<file path="config.mk">
export PLATFORM = sky130hd
export DESIGN_NAME = lcc_charge_fsm
export DESIGN_NICKNAME = d
export VERILOG_FILES = /design/src/inc/lcc_pkg.sv /design/src/logic/lcc_sync.sv /design/src/logic/lcc_deglitch.sv /design/src/logic/lcc_charge_fsm.sv
export SDC_FILE = /design/constraint.sdc
export NUM_CORES = 1
export LEC_CHECK = 0
export BUFFER_PORTS_ARGS = -buffer_cell sky130_fd_sc_hd__buf_2
export CORE_MARGIN = 4
export CORE_UTILIZATION = 54
export DETAILED_ROUTE_END_ITERATION = 16
export PLACE_DENSITY = 0.73
export SKIP_LAST_GASP = 1
export SLEW_MARGIN = 20
export SYNTH_ARGS = -nofsm -noshare
export SYNTH_HDL_FRONTEND = slang
export SYNTH_SLANG_ARGS = --single-unit
</file>
<file path="constraint.sdc">
create_clock -name CLK -period 1.5 [get_ports CLK]
set_input_delay 0.3 -clock CLK [delete_from_list [all_inputs] [get_ports CLK]]
set_output_delay 0.3 -clock CLK [all_outputs]
set_load 0.01 [all_outputs]
</file>
<file path="src/inc/lcc_pkg.sv">
// package of constants and types for the charge control sequencer
package lcc_pkg;
  localparam int CLK_HZ = 40000000;
  localparam int OVP_DGL_US = 115;
  localparam int REC_DGL_MS = 25;
  localparam int TS_DGL_MS = 25;
  localparam int SOFT_START_US = 1000;
  localparam int OVP_DGL_CYC = OVP_DGL_US * (CLK_HZ / 1000000);
  localparam int REC_DGL_CYC = REC_DGL_MS * (CLK_HZ / 1000);
  localparam int TS_DGL_CYC = TS_DGL_MS * (CLK_HZ / 1000);
  localparam int SOFT_START_CYC = SOFT_START_US * (CLK_HZ / 1000000);
  localparam int PRECHARGE_UA = 47500;
  localparam int CNT_W = 21;
  localparam logic [1:0] TARGET_OVERCHARGE = 2'h0;
  localparam logic [1:0] TARGET_FLOAT = 2'h1;
  localparam logic [1:0] TARGET_NONE = 2'h2;
  typedef enum logic [6:0]
  {
    ST_POWER_DOWN = 7'h01,
    ST_SOFT_START = 7'h02,
    ST_IDLE = 7'h04,
    ST_SELECT = 7'h08,
    ST_PRECHARGE = 7'h10,
    ST_FAST = 7'h20,
    ST_DONE = 7'h40
  } lcc_state_t;
endpackage

</file>
<file path="src/logic/lcc_sync.sv">
`timescale 1ns/10ps
// two-flop synchroniser for comparator flags
module lcc_sync
#(
  parameter int WIDTH = 1
)
(
  input wire logic CLK,
  input wire logic RST_N,
  input wire logic [WIDTH-1:0] d,
  output logic [WIDTH-1:0] q
);
  logic [WIDTH-1:0] meta_reg;

  // first stage is read only by the second
  always_ff @(posedge CLK)
  begin
    if (!RST_N)
    begin
      meta_reg <= '0;
      q <= '0;
    end
    else
    begin
      meta_reg <= d;
      q <= meta_reg;
    end
  end
endmodule

</file>
<file path="src/logic/lcc_deglitch.sv">
`timescale 1ns/10ps
// qualifies a level: output follows only after it held for CYCLES clocks, except a set-only release, which is immediate
module lcc_deglitch
#(
  parameter int CYCLES = 4,
  parameter int CNT_W = 21,
  parameter bit SET_ONLY = 1'b0
)
(
  input wire logic CLK,
  input wire logic RST_N,
  input wire logic level,
  output logic qualified
);
  logic [CNT_W-1:0] cnt_reg;
  logic hit;

  // refused at elaboration: the counter could never reach the count
  if (CYCLES < 1 || CYCLES >= (1 << CNT_W))
  begin : g_bad_cycles
    $error("lcc_deglitch: CYCLES does not fit the counter");
  end

  assign hit = (cnt_reg == CNT_W'(CYCLES - 1));

  // counter restarts whenever level agrees with the output, so short excursions vanish
  always_ff @(posedge CLK)
  begin
    if (!RST_N)
    begin
      cnt_reg <= '0;
      qualified <= 1'b0;
    end
    else if (level == qualified || (SET_ONLY && !level))
    begin
      cnt_reg <= '0;
      if (SET_ONLY && !level)
        qualified <= 1'b0; // release is immediate in set-only mode
    end
    else if (hit)
    begin
      cnt_reg <= '0;
      qualified <= level;
    end
    else
      cnt_reg <= cnt_reg + CNT_W'(1);
  end
endmodule

</file>
<file path="src/logic/lcc_charge_fsm.sv">
`timescale 1ns/10ps
// charge control sequencer for a single lithium iron phosphate cell
module lcc_charge_fsm
  import lcc_pkg::*;
#(
  parameter int OVP_CYCLES = OVP_DGL_CYC,
  parameter int REC_CYCLES = REC_DGL_CYC,
  parameter int TS_CYCLES = TS_DGL_CYC,
  parameter int SS_CYCLES = SOFT_START_CYC
)
(
  input wire logic CLK,
  input wire logic RST_N,
  input wire logic IN_ABOVE_INPUT_UNDERVOLTAGE_POWERDOWN,
  input wire logic IN_ABOVE_OVP,
  input wire logic BAT_ABOVE_PRECHARGE,
  input wire logic BAT_AT_OVERCHARGE,
  input wire logic BAT_BELOW_RECHARGE,
  input wire logic TS_ABOVE_COLD,
  input wire logic TS_BELOW_HOT,
  input wire logic CHARGE_ENABLE,
  output logic AUX_REG_EN,
  output logic PASS_EN,
  output logic PRECHARGE_MODE,
  output logic FAST_MODE,
  output logic [1:0] REG_TARGET,
  output logic STATUS_OUT,
  output logic STATUS_OE,
  output logic OVP_SHUTDOWN,
  output logic TS_SUSPEND
);
  import lcc_pkg::*;

  // refused at elaboration: soft-start counter too narrow for the count
  if (SS_CYCLES < 1 || SS_CYCLES >= (1 << CNT_W))
  begin : g_bad_ss
    $error("lcc_charge_fsm: SS_CYCLES does not fit the counter");
  end

  ////////////////////////////////////////////////////////////////////////
  // input synchronisation

  logic [7:0] raw_flags;
  logic [7:0] sync_flags;
  logic input_undervoltage_powerdown_ok, ovp_raw, bat_pre, bat_ovch, bat_rec_raw;
  logic ts_cold_ok, ts_hot_ok, enable_s;

  assign raw_flags = {IN_ABOVE_INPUT_UNDERVOLTAGE_POWERDOWN, IN_ABOVE_OVP, BAT_ABOVE_PRECHARGE,
                      BAT_AT_OVERCHARGE, BAT_BELOW_RECHARGE,
                      TS_ABOVE_COLD, TS_BELOW_HOT, CHARGE_ENABLE};

  // all comparator flags cross into the clock here
  lcc_sync #(.WIDTH(8)) u_sync
  (
    .CLK(CLK),
    .RST_N(RST_N),
    .d(raw_flags),
    .q(sync_flags)
  );

  assign input_undervoltage_powerdown_ok = sync_flags[7];
  assign ovp_raw = sync_flags[6];
  assign bat_pre = sync_flags[5];
  assign bat_ovch = sync_flags[4];
  assign bat_rec_raw = sync_flags[3];
  assign ts_cold_ok = sync_flags[2];
  assign ts_hot_ok = sync_flags[1];
  assign enable_s = sync_flags[0];

  ////////////////////////////////////////////////////////////////////////
  // deglitch filters

  logic ovp_dgl, rec_dgl, ts_fault_raw, ts_fault_dgl;

  // thermistor outside cold..hot window is a fault
  assign ts_fault_raw = !(ts_cold_ok && ts_hot_ok);

  // over-voltage trips after 115 us, clears as soon as input falls
  lcc_deglitch #(.CYCLES(OVP_CYCLES), .CNT_W(CNT_W), .SET_ONLY(1'b1))
    u_ovp_dgl
  (
    .CLK(CLK),
    .RST_N(RST_N),
    .level(ovp_raw),
    .qualified(ovp_dgl)
  );

  // recharge fall qualified for 25 ms
  lcc_deglitch #(.CYCLES(REC_CYCLES), .CNT_W(CNT_W), .SET_ONLY(1'b1))
    u_rec_dgl
  (
    .CLK(CLK),
    .RST_N(RST_N),
    .level(bat_rec_raw),
    .qualified(rec_dgl)
  );

  // thermistor fault qualified for 25 ms both ways
  lcc_deglitch #(.CYCLES(TS_CYCLES), .CNT_W(CNT_W), .SET_ONLY(1'b0))
    u_ts_dgl
  (
    .CLK(CLK),
    .RST_N(RST_N),
    .level(ts_fault_raw),
    .qualified(ts_fault_dgl)
  );

  ////////////////////////////////////////////////////////////////////////
  // over-voltage latch

  logic ovp_reg, ovp_next, powered;

  // sets only once soft-start is over, so a hot plug-in finishes
  // powering up first; held until the raw level falls
  assign ovp_next = ovp_raw && (ovp_reg || (ovp_dgl && powered));

  ////////////////////////////////////////////////////////////////////////
  // state machine

  lcc_state_t state_reg, state_next;
  logic [CNT_W-1:0] ss_cnt_reg, ss_cnt_next;
  logic ss_done, blocked;

  assign ss_done = (ss_cnt_reg == CNT_W'(SS_CYCLES - 1));
  // over-voltage only acts once soft-start has finished
  assign blocked = ovp_reg;

  always_comb
  begin
    state_next = state_reg;
    ss_cnt_next = '0;
    if (!input_undervoltage_powerdown_ok)
      state_next = ST_POWER_DOWN; // control input ignored here
    else
    begin
      case (state_reg)
        ST_POWER_DOWN:
          state_next = ST_SOFT_START; // internal circuitry powers up
        ST_SOFT_START:
        begin
          ss_cnt_next = ss_cnt_reg + CNT_W'(1);
          if (ss_done)
            state_next = ST_IDLE;
        end
        ST_IDLE:
          if (enable_s && !blocked)
            state_next = ST_SELECT;
        ST_SELECT:
          // stage chosen from battery level
          state_next = bat_pre ? ST_FAST : ST_PRECHARGE;
        ST_PRECHARGE:
          if (bat_pre)
            state_next = ST_FAST;
        ST_FAST:
          if (bat_ovch)
            state_next = ST_DONE;
        ST_DONE:
          // stays enabled at float until recharge qualifies
          if (rec_dgl)
            state_next = ST_SELECT;
        default:
          state_next = ST_POWER_DOWN;
      endcase
      // disable or over-voltage returns to idle once powered
      if ((state_reg == ST_SELECT || state_reg == ST_PRECHARGE ||
           state_reg == ST_FAST || state_reg == ST_DONE) &&
          (!enable_s || blocked))
        state_next = ST_IDLE;
    end
  end

  always_ff @(posedge CLK)
  begin
    if (!RST_N)
    begin
      state_reg <= ST_POWER_DOWN;
      ss_cnt_reg <= '0;
      ovp_reg <= 1'b0;
    end
    else
    begin
      state_reg <= state_next;
      ss_cnt_reg <= ss_cnt_next;
      ovp_reg <= ovp_next;
    end
  end

  ////////////////////////////////////////////////////////////////////////
  // output decode

  logic charging_next, pre_next, fast_next, done_next;
  logic aux_next, pass_next, status_low_next, susp_next;
  logic [1:0] target_next;

  assign powered = input_undervoltage_powerdown_ok && state_reg != ST_POWER_DOWN &&
                   state_reg != ST_SOFT_START;
  assign pre_next = state_next == ST_PRECHARGE;
  assign fast_next = state_next == ST_FAST;
  assign done_next = state_next == ST_DONE;
  assign charging_next = pre_next || fast_next;
  // thermistor suspends charging, resumes without new enable
  assign susp_next = charging_next && ts_fault_dgl;
  // regulator follows supply window only, never the enable
  assign aux_next = input_undervoltage_powerdown_ok && state_reg != ST_POWER_DOWN && !ovp_next;
  // pass element off in power-down and while suspended
  assign pass_next = powered && (charging_next || done_next) && !susp_next;
  // status stays low even when suspended by thermistor
  assign status_low_next = charging_next;
  assign target_next = done_next ? TARGET_FLOAT :
                       charging_next ? TARGET_OVERCHARGE : TARGET_NONE;

  // outputs registered; status is open-drain, oe high pulls low
  always_ff @(posedge CLK)
  begin
    if (!RST_N)
    begin
      AUX_REG_EN <= 1'b0;
      PASS_EN <= 1'b0;
      PRECHARGE_MODE <= 1'b0;
      FAST_MODE <= 1'b0;
      REG_TARGET <= TARGET_NONE;
      STATUS_OUT <= 1'b0;
      STATUS_OE <= 1'b0;
      OVP_SHUTDOWN <= 1'b0;
      TS_SUSPEND <= 1'b0;
    end
    else
    begin
      AUX_REG_EN <= aux_next;
      PASS_EN <= pass_next;
      PRECHARGE_MODE <= pre_next && !susp_next;
      FAST_MODE <= fast_next && !susp_next;
      REG_TARGET <= target_next;
      STATUS_OUT <= 1'b0;
      STATUS_OE <= status_low_next; // released when done or off
      OVP_SHUTDOWN <= ovp_next;
      TS_SUSPEND <= susp_next;
    end
  end
endmodule

</file>
==> summary.txt <==
Logic synthesis
  • Mux cell area share after synthesis: 0%
  • Register area share after synthesis: 47.68%
  • Primary FF master, synth: dfxtp_1
  • Cell Area, Synth: 4996 µm²
  • Async SR Flop Fraction: 0%
  • Simple-gate share of the synthesized area: around 30%
  • Mapped Nets: 581
  • Avg Cell Area, Syn: 8.811 µm²
  • Yosys warnings: 0
  • XOR/XNOR Fraction of Synth Area: between 10% and 20%
  • Post-synthesis sequential element count: between 100 and 150
  • Largest family of logic cells by synthesized area: simple AND/OR/NAND/NOR gates
  • Post-Synthesis Cells: 567
  • EDFF count, synth: 0
  • Adder-cell share of the synthesized area: under 10%
  • Synth unique cells: 50
  • Compound-Gate Fraction of Synth Area: ~5%

Floorplan
  • # IOs: 20
  • Rows: 34
  • Overall die height: 104.2 µm
  • Die X-Extent: 104.2 µm
  • Initial Util: 56.46%
  • Area of the core: 8848 µm²
  • Die area: 10850 µm²

Timing
  • Hold Vio Cnt, Final: 0
  • Setup_tns: -12.85 ns
  • Final Worst Setup Slack: -0.3052 ns
  • Crit share post-route: 120.3%
  • Final Setup Violations: 100
  • Worst Clk Skew: 0.01047 ns
  • Final Max Tran Viols: 0
  • Fin Hold WS: between 0.1 and 0.15 ns
  • RSZ-0062 raised after global routing: yes
  • FMAX: 554.0 MHz
  • Min cycle time layout: 1.805 ns

Power
  • Psw: 1.693 mW
  • VDD IR max: 858.2 µV
  • P_leak: about 2.8 nW
  • Part of the power in registers: 42.5%
  • Clk network pwr share: 54.4%
  • PwrDens: 963.8 nW/µm²
  • Int Power: 5.864 mW
  • Comb power frac: 3.1%
  • Net Sw Frac: approximately 22%

Layout
  • Fraction of layout cells with a size suffix above 1: 46.28%
  • Layout net count: 727
  • # diodes: 0
  • Highest-count cells in the layout ignoring fill and taps: 94 x buf_4, 92 x dfxtp_1, 46 x nor2_1, 43 x nor2_4, 37 x xnor2_1
  • Area Growth Syn to Fin: 56.95%
  • Commonest non-fill, non-tap cell in the layout: buf_4
  • Final core occ: approximately nine tenths

Worst setup path
  • Crit path arrival time: roughly 2.3 ns
  • CP Capture Type: flip-flop
  • Worst path max stage delay: between 0.4 and 0.5 ns
  • Crit Path Category: reg -> reg
  • CP Cell Sequence: nor4_1 -> nand4_1 -> o21a_1 -> o221ai_2 -> o2111a_1
  • Crit path max fanout: 3
  • Worst path slowest cell: nor4_1
  • Crit path launch type: flip-flop
  • WP data required: 1.96 ns

CTS
  • H-tree Lvls: 4
  • CTS tree: built
  • Root Driver: clkbuf_8
  • Maximum root-to-sink buffer count: 2
  • Total CTS buffers: 17
  • Clk slew on worst S/H paths: 0.06 ns
  • Clock Sinks: 119
  • Worst-Skew Late Latency: ~0.53 ns

Routing
  • Final ANT Viol Nets: 0
  • DRT iter0 DRCs: 340
  • Routed Wire Length: about 17 mm
  • Vias: a little over 5000
  • WL/cell: approximately 21 µm
  • # DRC: 0
  • Via/cell ratio: a little over 6
  • Drt pass-1 iters: 5

Global route
  • Initial antenna violation count: 0
  • Tot GR Track Use: between 20% and 30%
  • Global-route wire length before repair: between 20 and 25 mm
  • Vias in the first global route: 4495
  • Gr ovfl total: 0
  • Largest net degree at the start of global routing: 22

Placed design
  • Gpl congestion: about 0.9
  • HPWL after detailed placement: around 7.4 mm
  • PortBufs: 18

Min path
  • Min-Delay Path Class: in -> reg

Run
  • MaxCap Viol Count: 0

Run status
  • Failing checks: setup timing
  • Status: complete, but fails checks
## through the flow
stage	area (µm²)	std cells	setup WS (ns)	power, mW
after global routing	7841	834	-0.3882	7.731
after global placement	5934	768	-0.1170	3.392
after floorplan	5101	567	-0.01519	3.341
final	7841	834	-0.3052	7.557
after CTS	6869	817	-0.08481	7.434
after detailed placement	5934	768	-0.2084	3.395
## repair_timing
action                     in CTS  in global routing
gates cloned                    2                  9
pin swaps                      28                 86
setup buffers                   7                  9
hold buffers                    8                  0
hold endpoints to repair        8                  0
setup endpoints to repair      96                 99
resized for setup              54                187
## cells in the mapped netlist, types with 2 or more instances
cell / instances / area (µm²)
clkbuf_1: 4 / 15.01
nor4_1: 13 / 81.33
or3b_2: 2 / 17.52
nand4_1: 16 / 100.1
dfxtp_1: 119 / 2382
xor2_1: 33 / 289.0
nand3_1: 39 / 195.2
a21oi_1: 11 / 55.05
nor2b_1: 7 / 43.79
and3_1: 11 / 68.82
xnor2_1: 41 / 359.1
and2_1: 16 / 100.1
nor2_1: 108 / 405.4
a2bb2oi_1: 2 / 17.52
ha_1: 4 / 50.05
nor3_2: 3 / 30.03
nor3_1: 18 / 90.09
or3_1: 9 / 56.30
o21ai_0: 8 / 40.04
nor4b_1: 3 / 26.28
nand2b_1: 2 / 12.51
buf_2: 11 / 55.05
o21a_1: 2 / 15.01
inv_1: 19 / 71.32
o21bai_1: 2 / 15.01
and4_1: 6 / 52.55
nand2_1: 33 / 123.9
nor4_2: 3 / 37.54
## kinds of logic after synthesis
family / Yosys count
buf+inv: 35
simple gates: 297
other cells: 1
flops: 119
fa+ha+maj: 4
compound gates: 37
xor+xnor: 74
## metal layers
| layer | GRT usage [%] | wire, µm |
|---|---|---|
| met5 | 0 | 0 |
| met4 | 8.832 | 935 |
| met3 | 5.587 | 1035 |
| met2 | 40.81 | 8848 |
| met1 | 25.84 | 6353 |
## cell type report
| type | count | area, µm² |
|---|---|---|
| multi-input combinational | 413 | 3386 |
| sequential | 119 | 2434 |
| timing repair buffer | 143 | 1227 |
| fill | 348 | 1007 |
| clock buffer | 20 | 435.4 |
| clock inverter | 12 | 152.6 |
| tap | 108 | 135.1 |
| inverter | 19 | 71.32 |
## power groups by stage
stage	Combinational (mW)	Clock, mW	Sequential (mW)
after floorplan	0.0687	0	3.27
after global placement	0.117	0	3.28
after detailed placement	0.119	0	3.28
after CTS	0.146	4.09	3.20
after global routing	0.241	4.28	3.21
final	0.231	4.11	3.21
## critical path: cells and delay by family (launching register included)
| family | cells | cell delay, ns |
|---|---|---|
| flops | 1 | 0.32 |
| compound gates | 3 | 0.74 |
| simple gates | 2 | 0.67 |
## final timing paths
check | startpoint | end | slack [ns] | cells past startpoint
min | RST_N | u_sync.q[3]$_SDFF_PN0_ | 0.12 | 2
max reg2reg | ss_cnt_reg[6]$_SDFF_PN0_ | PASS_EN$_SDFF_PN0_ | -0.31 | 5
min reg2reg | u_sync.meta_reg[0]$_SDFF_PN0_ | u_sync.q[0]$_SDFF_PN0_ | 0.45 | 1
max | ss_cnt_reg[6]$_SDFF_PN0_ | PASS_EN$_SDFF_PN0_ | -0.31 | 5
Note: power is estimated with default switching activity, not from simulation.
